## src/include/ir_codec_pkg.sv

```systemverilog
// constants and carrier types for the infrared pulse codec
package ir_codec_pkg;
   localparam int unsigned BIT_CLOCKS      = 16;   // baud clocks per bit
   localparam logic [3:0]  TX_PULSE_START  = 4'h7; // pulse begins after 7 low clocks
   localparam logic [3:0]  TX_PULSE_END    = 4'hA; // 3 clocks high, then 6 low
   localparam logic [3:0]  RX_UPDATE_COUNT = 4'h8;
   localparam logic [3:0]  RX_WINDOW_OPEN  = 4'hC;
   localparam logic [3:0]  RX_COUNT_MAX    = 4'hF;
   localparam logic        RESET_LINE      = 1'b1; // idle uart line is high
   localparam logic [3:0]  RESET_COUNT     = 4'h0;
   localparam logic [4:0]  LAG_UPDATE      = 5'h07; // ticks from edge to uart update
   localparam logic [4:0]  LAG_CLOSE       = 5'h17; // ticks from edge to window close
   localparam logic [4:0]  LAG_MAX         = 5'h1F;

   // decoder states along the usual path
   typedef enum logic [1:0] {
      RX_IDLE   = 2'b00,
      RX_FIRST  = 2'b01,
      RX_WINDOW = 2'b11
   } rx_state_t;

   // uart-side serial pair
   typedef struct packed {
      logic txd;
      logic rxd;
   } uart_serial_t;
endpackage

```

## src/hw/infrared_pulse_codec.sv

```systemverilog
// infrared pulse encoder and decoder between uart and transceiver
// Functional notes
// encode uart tx bits into pulses when enabled
// half-duplex; never transmit and receive together; receive is blocked only while a zero bit is in flight
// bit rate from uart baud generator divisor
// software keeps rates 9600 to 115.2k
// uart must be enabled when codec used
// each bit spans 16 baud clocks
// tx one: output low whole bit
// tx zero: 7 low, 3 high, 6 low
// enabled: modulated signal drives transmit pin
// demodulate receive pulses, timed by baud clock
// enabled: receive pin feeds decoder not uart
// receive counter runs 0 to 15
// uart input lags pulse stream 8 clocks
// falling edge on input resets counter
// at count 8 update uart input
// window opens at 12, closes at 8
// no pulse: back to idle, await edge
// resync leaves uart receiver undisturbed
// software enables codec before pin function
// system clock at least 1.0 MHz
// pulse decodes zero, no pulse decodes one
// disabled: uart wired straight to pins
`timescale 1ns/1ps
module infrared_pulse_codec
   import ir_codec_pkg::*;
(
   // clock and reset
   input  wire logic                       i_ref_clk,
   input  wire logic                       i_rst,
   // control
   input  wire logic                       i_codec_enable_bit,
   input  wire logic                       i_baud_tick,
   // uart side
   input  wire ir_codec_pkg::uart_serial_t i_uart,
   output logic                            o_uart_rxd,
   // pins
   output logic                            o_txd_pin,
   input  wire logic                       i_rxd_pin
);
   import ir_codec_pkg::*;

   // transmit side
   logic [3:0] tx_cnt_q;
   logic       tx_bit_q;
   logic       tx_busy_q;
   logic       pin_q;
   logic       tx_pulse;

   // receive side
   rx_state_t  rx_state_q;
   logic [3:0] rx_cnt_q;
   logic       rx_prev_q;
   logic       rx_seen_q;
   logic       rxd_q;
   logic       fall;
   logic       fall_take;
   logic [4:0] lag_q;
   logic       tx_line_ok;

   assign tx_line_ok = ~tx_busy_q;

   // bit slots free-run on the baud tick so uart bit edges stay aligned
   always_ff @(posedge i_ref_clk or posedge i_rst) begin
      if (i_rst) begin
         tx_cnt_q <= RESET_COUNT;
         tx_bit_q <= RESET_LINE;
      end else if (i_baud_tick) begin
         tx_cnt_q <= tx_cnt_q + 4'h1;
         if (tx_cnt_q == RX_COUNT_MAX) begin
            tx_bit_q <= i_uart.txd;
         end
      end
   end

   // pulse high in slots 7 to 9 of a zero bit
   always_comb begin
      tx_pulse = ~tx_bit_q && (tx_cnt_q >= TX_PULSE_START) && (tx_cnt_q < TX_PULSE_END);
   end

   // a zero bit in flight marks the link busy for transmit
   always_ff @(posedge i_ref_clk or posedge i_rst) begin
      if (i_rst) begin
         tx_busy_q <= 1'b0;
      end else begin
         tx_busy_q <= i_codec_enable_bit && ~tx_bit_q;
      end
   end

   // pin mux, registered so the pin comes from a flip-flop
   always_ff @(posedge i_ref_clk or posedge i_rst) begin
      if (i_rst) begin
         pin_q <= 1'b0;
      end else if (i_codec_enable_bit) begin
         pin_q <= tx_pulse;
      end else begin
         pin_q <= i_uart.txd;
      end
   end

   assign fall = rx_prev_q & ~i_rxd_pin;
   // edges before count 12 of the first bit are noise, not a new pulse
   // in the window state only counts below 8 are still inside the window
   assign fall_take = fall && (rx_state_q == RX_IDLE || rx_cnt_q >= RX_WINDOW_OPEN
                               || (rx_state_q == RX_WINDOW && rx_cnt_q < RX_UPDATE_COUNT));

   // edge detector on the receive pin; pin is synchronous by contract
   always_ff @(posedge i_ref_clk or posedge i_rst) begin
      if (i_rst) begin
         rx_prev_q <= 1'b0;
      end else begin
         rx_prev_q <= i_rxd_pin;
      end
   end

   // decoder counter and state
   always_ff @(posedge i_ref_clk or posedge i_rst) begin
      if (i_rst) begin
         rx_state_q <= RX_IDLE;
         rx_cnt_q   <= RESET_COUNT;
         rx_seen_q  <= 1'b0;
      end else if (!i_codec_enable_bit || !tx_line_ok) begin
         // ignoring our own echo keeps the link half-duplex
         rx_state_q <= RX_IDLE;
         rx_cnt_q   <= RESET_COUNT;
         rx_seen_q  <= 1'b0;
      end else if (fall_take) begin
         rx_cnt_q   <= RESET_COUNT;
         rx_seen_q  <= 1'b1;
         rx_state_q <= RX_FIRST;
      end else if (i_baud_tick && rx_state_q != RX_IDLE) begin
         rx_cnt_q <= rx_cnt_q + 4'h1;
         if (rx_cnt_q == RX_COUNT_MAX) begin
            rx_state_q <= RX_WINDOW;
         end
         if (rx_cnt_q + 4'h1 == RX_UPDATE_COUNT && rx_state_q == RX_WINDOW) begin
            // window closed with no pulse
            rx_seen_q  <= 1'b0;
            if (!rx_seen_q) begin
               rx_state_q <= RX_IDLE;
            end
         end else if (rx_cnt_q + 4'h1 == RX_UPDATE_COUNT) begin
            rx_seen_q <= 1'b0;
         end
      end
   end

   // uart input follows the decoded bit at count 8
   always_ff @(posedge i_ref_clk or posedge i_rst) begin
      if (i_rst) begin
         rxd_q <= RESET_LINE;
      end else if (!i_codec_enable_bit) begin
         rxd_q <= i_rxd_pin;
      end else if (i_baud_tick && rx_state_q != RX_IDLE
                   && rx_cnt_q + 4'h1 == RX_UPDATE_COUNT) begin
         rxd_q <= ~rx_seen_q;
      end else if (rx_state_q == RX_IDLE) begin
         rxd_q <= RESET_LINE;
      end
   end

   // ticks since the last accepted edge; only the checks below read it
   always_ff @(posedge i_ref_clk or posedge i_rst) begin
      if (i_rst) begin
         lag_q <= 5'h00;
      end else if (i_codec_enable_bit && tx_line_ok && fall_take) begin
         lag_q <= 5'h00;
      end else if (i_baud_tick && lag_q != LAG_MAX) begin
         lag_q <= lag_q + 5'h01;
      end
   end

   assign o_txd_pin  = pin_q;
   assign o_uart_rxd = rxd_q;

   a_one_stays_low: assert property (@(posedge i_ref_clk) disable iff (i_rst)
      (i_codec_enable_bit && tx_bit_q) |=> !o_txd_pin)
      else $error("one bit produced a pulse");

   a_pulse_placed: assert property (@(posedge i_ref_clk) disable iff (i_rst)
      (i_codec_enable_bit && $past(i_codec_enable_bit) && o_txd_pin)
      |-> ($past(tx_cnt_q) >= TX_PULSE_START && $past(tx_cnt_q) < TX_PULSE_END))
      else $error("pulse outside 7..9 slot");

   a_bypass_tx: assert property (@(posedge i_ref_clk) disable iff (i_rst)
      !i_codec_enable_bit |=> o_txd_pin == $past(i_uart.txd))
      else $error("bypass transmit mismatch");

   a_bypass_rx: assert property (@(posedge i_ref_clk) disable iff (i_rst)
      (!i_codec_enable_bit && $past(!i_codec_enable_bit)) |-> o_uart_rxd == $past(i_rxd_pin))
      else $error("bypass receive mismatch");

   a_fall_resets: assert property (@(posedge i_ref_clk) disable iff (i_rst)
      (i_codec_enable_bit && tx_line_ok && fall_take) |=> rx_cnt_q == RESET_COUNT)
      else $error("falling edge did not reset counter");

   a_update_at_8: assert property (@(posedge i_ref_clk) disable iff (i_rst)
      (i_codec_enable_bit && $changed(o_uart_rxd) && $past(rx_state_q) != RX_IDLE
       && $past(i_codec_enable_bit)) |-> $past(rx_cnt_q) == 4'h7)
      else $error("uart input changed away from count 8");

   a_busy_no_rx: assert property (@(posedge i_ref_clk) disable iff (i_rst)
      tx_busy_q |=> rx_state_q == RX_IDLE)
      else $error("receive active while transmitting");

   a_slot_ticks: assert property (@(posedge i_ref_clk) disable iff (i_rst)
      i_baud_tick |=> tx_cnt_q == $past(tx_cnt_q) + 4'h1)
      else $error("bit slot counter did not advance");

   // encoder and decoder checks; the lag checks count from the last accepted falling edge
   a_idle_rxd_high: assert property (@(posedge i_ref_clk) disable iff (i_rst)
      (i_codec_enable_bit
       && rx_state_q == RX_IDLE)
      |=> o_uart_rxd)
      else $error("idle decoder left uart input low");

   a_off_rx_idle: assert property (@(posedge i_ref_clk) disable iff (i_rst)
      (!i_codec_enable_bit
       && !i_rst)
      |=> rx_state_q == RX_IDLE)
      else $error("decoder active while codec disabled");

   a_window_close: assert property (@(posedge i_ref_clk) disable iff (i_rst)
      (i_codec_enable_bit && tx_line_ok && !fall_take && i_baud_tick && rx_state_q == RX_WINDOW
       && rx_cnt_q + 4'h1 == RX_UPDATE_COUNT && !rx_seen_q)
      |=> rx_state_q == RX_IDLE)
      else $error("window did not close at count 8");

   a_first_to_window: assert property (@(posedge i_ref_clk) disable iff (i_rst)
      (i_codec_enable_bit && tx_line_ok && !fall_take && i_baud_tick
       && rx_state_q == RX_FIRST && rx_cnt_q == RX_COUNT_MAX)
      |=> rx_state_q == RX_WINDOW)
      else $error("window state not entered after count 15");

   a_zero_decoded: assert property (@(posedge i_ref_clk) disable iff (i_rst)
      (i_codec_enable_bit && i_baud_tick && rx_state_q != RX_IDLE
       && rx_cnt_q + 4'h1 == RX_UPDATE_COUNT && rx_seen_q)
      |=> !o_uart_rxd)
      else $error("pulse not decoded as zero");

   a_one_decoded: assert property (@(posedge i_ref_clk) disable iff (i_rst)
      (i_codec_enable_bit && i_baud_tick && rx_state_q != RX_IDLE
       && rx_cnt_q + 4'h1 == RX_UPDATE_COUNT && !rx_seen_q)
      |=> o_uart_rxd)
      else $error("missing pulse not decoded as one");

   a_tx_bit_latch: assert property (@(posedge i_ref_clk) disable iff (i_rst)
      (i_baud_tick
       && tx_cnt_q == RX_COUNT_MAX)
      |=> tx_bit_q == $past(i_uart.txd))
      else $error("uart bit not taken at slot end");

   a_pulse_start: assert property (@(posedge i_ref_clk) disable iff (i_rst)
      (i_codec_enable_bit && !tx_bit_q
       && tx_cnt_q == TX_PULSE_START)
      |=> o_txd_pin)
      else $error("zero bit pulse missing at slot 7");

   a_pulse_end: assert property (@(posedge i_ref_clk) disable iff (i_rst)
      (i_codec_enable_bit
       && tx_cnt_q == TX_PULSE_END)
      |=> !o_txd_pin)
      else $error("pulse still high at slot 10");

   a_pin_low_outside: assert property (@(posedge i_ref_clk) disable iff (i_rst)
      (i_codec_enable_bit
       && (tx_cnt_q < TX_PULSE_START || tx_cnt_q >= TX_PULSE_END))
      |=> !o_txd_pin)
      else $error("pin high outside pulse slots");

   a_idle_fall_starts: assert property (@(posedge i_ref_clk) disable iff (i_rst)
      (i_codec_enable_bit && tx_line_ok
       && fall && rx_state_q == RX_IDLE)
      |=> rx_state_q == RX_FIRST)
      else $error("falling edge did not start decoder");

   a_echo_ignored: assert property (@(posedge i_ref_clk) disable iff (i_rst)
      (i_codec_enable_bit
       && !tx_line_ok)
      |=> rx_cnt_q == RESET_COUNT)
      else $error("receive counter ran during transmit");

   a_early_fall_ignored: assert property (@(posedge i_ref_clk) disable iff (i_rst)
      (i_codec_enable_bit && tx_line_ok && fall && !fall_take
       && !i_baud_tick && rx_state_q != RX_IDLE)
      |=> rx_cnt_q == $past(rx_cnt_q))
      else $error("edge outside window moved the counter");

   a_busy_tracks: assert property (@(posedge i_ref_clk) disable iff (i_rst)
      (i_codec_enable_bit
       && !tx_bit_q)
      |=> tx_busy_q)
      else $error("zero bit in flight not marked busy");

   a_lag_update: assert property (@(posedge i_ref_clk) disable iff (i_rst)
      (i_codec_enable_bit && $past(i_codec_enable_bit)
       && $fell(o_uart_rxd) && $past(rx_state_q) != RX_IDLE)
      |-> $past(lag_q) == LAG_UPDATE)
      else $error("uart input not 8 ticks behind edge");

   a_lag_close: assert property (@(posedge i_ref_clk) disable iff (i_rst)
      (i_codec_enable_bit && $past(i_codec_enable_bit)
       && $rose(o_uart_rxd) && $past(rx_state_q) != RX_IDLE)
      |-> $past(lag_q) == LAG_CLOSE)
      else $error("window did not close 24 ticks after edge");

   a_count_wraps: assert property (@(posedge i_ref_clk) disable iff (i_rst)
      (i_codec_enable_bit && tx_line_ok && !fall_take && i_baud_tick
       && rx_state_q != RX_IDLE && rx_cnt_q == RX_COUNT_MAX)
      |=> rx_cnt_q == RESET_COUNT)
      else $error("receive counter did not wrap after 15");

   a_rx_count_hold: assert property (@(posedge i_ref_clk) disable iff (i_rst)
      (i_codec_enable_bit && tx_line_ok
       && !fall_take && !i_baud_tick)
      |=> rx_cnt_q == $past(rx_cnt_q))
      else $error("receive counter moved without a tick");

   a_seen_on_fall: assert property (@(posedge i_ref_clk) disable iff (i_rst)
      (i_codec_enable_bit && tx_line_ok
       && fall_take)
      |=> rx_seen_q)
      else $error("accepted edge not recorded as pulse");

   a_tx_slot_hold: assert property (@(posedge i_ref_clk) disable iff (i_rst)
      (!i_baud_tick
       && !i_rst)
      |=> tx_cnt_q == $past(tx_cnt_q))
      else $error("bit slot counter moved without a tick");

   a_bit_holds: assert property (@(posedge i_ref_clk) disable iff (i_rst)
      (!i_baud_tick
       || tx_cnt_q != RX_COUNT_MAX)
      |=> $stable(tx_bit_q))
      else $error("transmit bit changed inside its slot");

   a_idle_no_count: assert property (@(posedge i_ref_clk) disable iff (i_rst)
      (i_codec_enable_bit && tx_line_ok
       && !fall_take && rx_state_q == RX_IDLE)
      |=> rx_cnt_q == $past(rx_cnt_q))
      else $error("idle decoder counter moved");
endmodule

```

## config.mk

```make
export PLATFORM = sky130hd
export DESIGN_NAME = infrared_pulse_codec
export DESIGN_NICKNAME = d
export VERILOG_FILES = /design/src/include/ir_codec_pkg.sv /design/src/hw/infrared_pulse_codec.sv
export SDC_FILE = /design/constraint.sdc
export NUM_CORES = 1
export LEC_CHECK = 0
export BUFFER_PORTS_ARGS = -buffer_cell sky130_fd_sc_hd__buf_2
export CORE_MARGIN = 2
export CORE_UTILIZATION = 45
export DETAILED_ROUTE_END_ITERATION = 8
export GPL_TIMING_DRIVEN = 0
export SYNTH_ARGS = -nofsm -noshare
export SYNTH_HDL_FRONTEND = slang
export SYNTH_SLANG_ARGS = --single-unit
```

## constraint.sdc

```tcl
create_clock -name i_ref_clk -period 2.49 [get_ports i_ref_clk]
set_clock_uncertainty 0.1 [all_clocks]
set_input_delay 0.249 -clock i_ref_clk [delete_from_list [all_inputs] [get_ports i_ref_clk]]
set_output_delay 0.249 -clock i_ref_clk [all_outputs]
set_load 0.005 [all_outputs]
```

; Word level (Yosys, flattened, before mapping)
; Cells that the tools add are included.
[word_totals]
out_inout_bits = 2
ff_bits = 16
[op_classes]
n_lt_le_gt_ge = 4
muxes = 18
eq_ne = 5
n_reduce_logical = 18
bitwise = 4
n_addsub = 2
[op_table]
columns = operator, n
row1 = 4-bit == test (second input constant), 3
row2 = 2-bit 2-to-1 mux, 6
row3 = 4-bit 2-to-1 mux, 3
row4 = 1-bit 2-to-1 mux, 9
row5 = 4-bit by 1-bit adder with 4-bit output (second input constant), 2
row6 = 1-bit logical AND, 8
row7 = 4-bit less-than comparator (second input constant), 2
row8 = 4-bit by 3-bit >= comparator with 1-bit output (second input constant), 1
row9 = 4-bit >= comparator (second input constant), 1
row10 = 2-bit AND reduction, 2
row11 = 4-bit nonzero test, 1
row12 = 1-bit logical OR, 3
row13 = 3-bit by 1-bit inequality test with 1-bit output (second input constant), 1
row14 = 1-bit NOT, 3
row15 = 3-bit nonzero test, 1
row16 = 2-bit == test (second input constant), 1
row17 = 2-bit logical NOT, 1
row18 = 2-bit nonzero test, 1
row19 = 1-bit AND, 1
row20 = 1-bit logical NOT, 1

; Longest topological paths before layout
[logic_depth]
ltp_word = 7
mapped_depth = 5
depth_no_buf = 5

; Least setup slack after synthesis
; Ideal clock, no wire load.
[synth_path]
kind = register -> register
from = register rx_cnt_q[0]
to = register rx_state_q[0]
synth_period_minus_slack_ns = 1.742
slack_ns = 0.748
arrival_ns = 1.516
path_buffers = 0
stages_incl_launch_ff = 5
required_ns = 2.264
setup_ns = 0.126
path_cell_list = dfrtp_1 -> ha_1 -> or4b_4 -> a211oi_2 -> o41ai_1
[synth_via]
elab_chain_len = 7
elab_cells_between_ends = 17
[synth_rtl]
columns = element, line
row1 = from (decl), infrared_pulse_codec.sv:53  ; logic [3:0] rx_cnt_q;
row2 = from (signal assigned), infrared_pulse_codec.sv:133  ; rx_cnt_q <= rx_cnt_q + 4'h1;
row3 = 4-bit by 1-bit adder with 4-bit output or 4-bit == test (tied branches), "infrared_pulse_codec.sv:137, infrared_pulse_codec.sv:134"
row4 = 4-bit == test or 2-bit 2-to-1 mux (tied branches), "infrared_pulse_codec.sv:137, infrared_pulse_codec.sv:134"
row5 = 1-bit logical AND or 2-bit 2-to-1 mux (tied branches), "infrared_pulse_codec.sv:137, infrared_pulse_codec.sv:140"
row6 = 2-bit 2-to-1 mux, infrared_pulse_codec.sv:137  ; if (rx_cnt_q + 4'h1 == RX_UPDATE_COUNT && rx_state_q == RX_WINDOW) begin
row7 = 2-bit 2-to-1 mux, infrared_pulse_codec.sv:132  ; end else if (i_baud_tick && rx_state_q != RX_IDLE) begin
row8 = 2-bit 2-to-1 mux, infrared_pulse_codec.sv:128  ; end else if (fall_take) begin
row9 = 2-bit 2-to-1 mux, infrared_pulse_codec.sv:123  ; end else if (!i_codec_enable_bit || !tx_line_ok) begin
row10 = to (signal assigned), infrared_pulse_codec.sv:125  ; rx_state_q <= RX_IDLE;
row11 = to (signal assigned), infrared_pulse_codec.sv:131  ; rx_state_q <= RX_FIRST;
row12 = to (signal assigned), infrared_pulse_codec.sv:135  ; rx_state_q <= RX_WINDOW;
row13 = to (decl), infrared_pulse_codec.sv:52  ; rx_state_t rx_state_q;
; Several ways; a longest one is shown, not always the timed one. The select of a mux whose other input is x is not followed.
; A chain may end at the register's enable or synchronous reset.

; Final worst setup path
; Same ends and word-level chain as after synthesis.

==> metrics <==
Clock Latency Late Sink=around 0.28 ns; Synth top cells by count=14 x dfrtp_1, 11 x nor2_1, 9 x nand2_1; worst slew pin tran=0.597 ns; synth top area cells=dfrtp_1 43%, dfstp_2 6.4%, nor2_1 5.0%, ha_1 4.6%, nand2_1 4.1%; max-cap check violation count=0; Cell variety after synth=29; asr flop ratio synth=between 90% and 100%; power per cell area=721 mW/mm2; Post-Route WL=1440 um; GR Layer Usage met2=around 28%; Arr. time, crit path=around 2.0 ns; clock-pin slew on the worst setup and hold paths=around 0.10 ns; Total Die Area=roughly 0.0022 mm2; drt pass-1 iters=4; clock buffer depth=2; crit path max fanout=6; GR Util met1=approximately a fifth; status=finished clean; yosys warns=0; drt wl/cell=between 10 and 15 um; Total Routing Usage GR=about 17%; crit path kind=flip-flop to flip-flop; count leader, synth=dfrtp_1; DR vias/cell=5.15; number of port buffers=7; hold slack=0.0943 ns; Core Footprint=0.00173 mm2; Via Count=613; DRC=0; Synth area leader=dfrtp_1; Synth Instances=81; Max VDD drop=~0.00046 V; initial antenna violation count=0; Clock Root Buffer=clkbuf_4; Final Util=a little over half; # diodes=0; Layout Nets=about 110; # IOs=9; #FFs+latches synth=16; max_slew headroom=60.1%; Seq/Total Area, Yosys=49.2%; fin. max-slew vios=0; Lkg Pwr=between 0.4 and 0.5 nW; ys flop type=dfrtp_1; RSZ-0062 raised after global routing=no; final worst path period need=1.88 ns; Chip Width=about 47 um; Setup Viol. Count Final=0; worst hold path type=primary input to flip-flop; DR iter-0 viols=6; Post-synth EDFFs=0; Setup Fix Bufs, Post-CTS=0; largest net degree at the start of global routing=17; startpoint types=flip-flop; Die H=46.7 um; fraction of layout cells with a size suffix above 1=24.5%; FP Rows=15; clock sink count=16; Syn Nets=a little over 90; H-Tree Level Count=1; cts bufs inserted=3; area grow syn2layout=15.0%; met3 GRT Util=4.71%; worst path required time=around 2.6 ns; gr ovfl total=0; post_cts resized=0; GRT busiest layer=met2; via count of the first global-routing pass=583; final setup TNS=0 ns; antenna-violating nets left=0; average size of a mapped cell=about 10 um2; Final period util=about three quarters; final hold vios=0; Netlist Area Pre-Place=820 um2; Setup crit end kind=flip-flop; CTS tree=built; GPL Wtd Cong=between 0.7 and 0.8; Final HPWL DP=approximately 1100 um; first-pass GRT wire length=~2500 um; Max Clk Rate=around 530 MHz; initial cell density of the core=a little under half; share of Yosys cell area claimed by the top area cell type=roughly 43%
[stage by stage]
stage	std cells	total power, mW	instance area [um2]	setup WS, ns
after CTS	119	0.690	942	0.591
after detailed placement	113	0.512	886	0.614
after global routing	119	0.728	942	0.516
after floorplan	81	0.472	820	0.748
after global placement	113	0.504	886	0.643
final	119	0.679	942	0.611
[worst max-delay path, cell delays in order, from the launching register on]
cell and delay, ns:
dfrtp_1 0.45, ha_1 0.27, or4b_4 0.55, a211oi_2 0.30
o41ai_1 0.10
[registers in the layout, indices dropped and copies added (netlist names)]
| register | cells |
|---|---|
| o_uart_rxd | 1 |
| tx_cnt_q | 4 |
| tx_bit_q | 1 |
| rx_prev_q | 1 |
| tx_busy_q | 1 |
| o_txd_pin | 1 |
| rx_state_q | 2 |
| rx_seen_q | 1 |
| rx_cnt_q | 4 |
[per-layer routing]
layer  vias up  part of all wire [%]
met3         2                   2.4
met2         6                    49
met4         0                   1.0
met5         -                     0
met1       293                    48
li1        312                     -
[logic make-up (layout without fill, tap and decap cells)]
logic type               count (synthesis)  count (layout)  share of synthesized area [%]
AND/OR/NAND/NOR                         36              36                           22.4
flip-flops                              16              16                           49.2
AO/OA/AOI/OAI                           14              14                           12.7
XOR/XNOR                                 6               6                           6.41
buffers and inverters                    4              17                           1.98
adder cells (fa/ha/maj)                  3               3                           4.58
multiplexers                             2               2                           2.75
[cell type report]
| cell class | count | area (um2) |
|---|---|---|
| fillers | 166 | 785 |
| plain buffers | 1 | 5.00 |
| flip-flops and latches | 16 | 403 |
| repair buffers | 9 | 55.1 |
| well taps | 25 | 31.3 |
| inverters | 3 | 11.3 |
| clock buffers | 4 | 36.3 |
| multi-input cells | 61 | 400 |
[where the power goes]
part           leakage (nW)  internal, mW  total [mW]  switching (mW)
Sequential            0.202         0.321       0.371          0.0504
Combinational         0.181        0.0715       0.135          0.0631
Clock                0.0210        0.0890       0.173          0.0843
Total                 0.404         0.482       0.679           0.198
[cell usage in the layout (no fill, tap or decap)]
cell type,n
and3_1,1
dlygate4sd3_1,2
xor2_1,3
dfstp_2,2
nand3_1,4
or4b_4,1
a211oi_1,1
and4_2,1
dfrtp_1,14
a22o_1,1
or2_2,1
nor2_1,11
o41ai_1,1
nor3_1,3
ha_1,3
a311oi_2,1
clkbuf_4,3
o21ai_0,3
o21ai_2,1
buf_2,8
a21boi_0,1
nand4_1,2
a211oi_2,1
mux2_2,2
nand2_1,9
and3b_1,1
xnor2_1,3
a21oi_1,4
nand2b_2,1
inv_1,3
nand3b_1,1
clkbuf_8,1
[worst paths after layout]
check / from / to / slack [ns] / depth (start not counted)
setup / recovery: rx_cnt_q[0] / rx_state_q[0] / 0.61 / 4
hold / removal: i_codec_enable_bit / o_uart_rxd / 0.09 / 3
setup reg to reg: rx_cnt_q[0] / rx_state_q[0] / 0.61 / 4
hold reg to reg: tx_busy_q / rx_state_q[0] / 0.36 / 1
max in group asynchronous: i_rst / rx_seen_q / 1.44 / 3
min in group asynchronous: i_rst / rx_cnt_q[3] / 0.46 / 3
[what timing repair did]
action / 4_1_cts / 5_1_grt
setup endpoints to repair: 0 / 0
hold buffers: 2 / 0
hold endpoints to repair: 15 / 0
(Power assumes the default switching activity.)
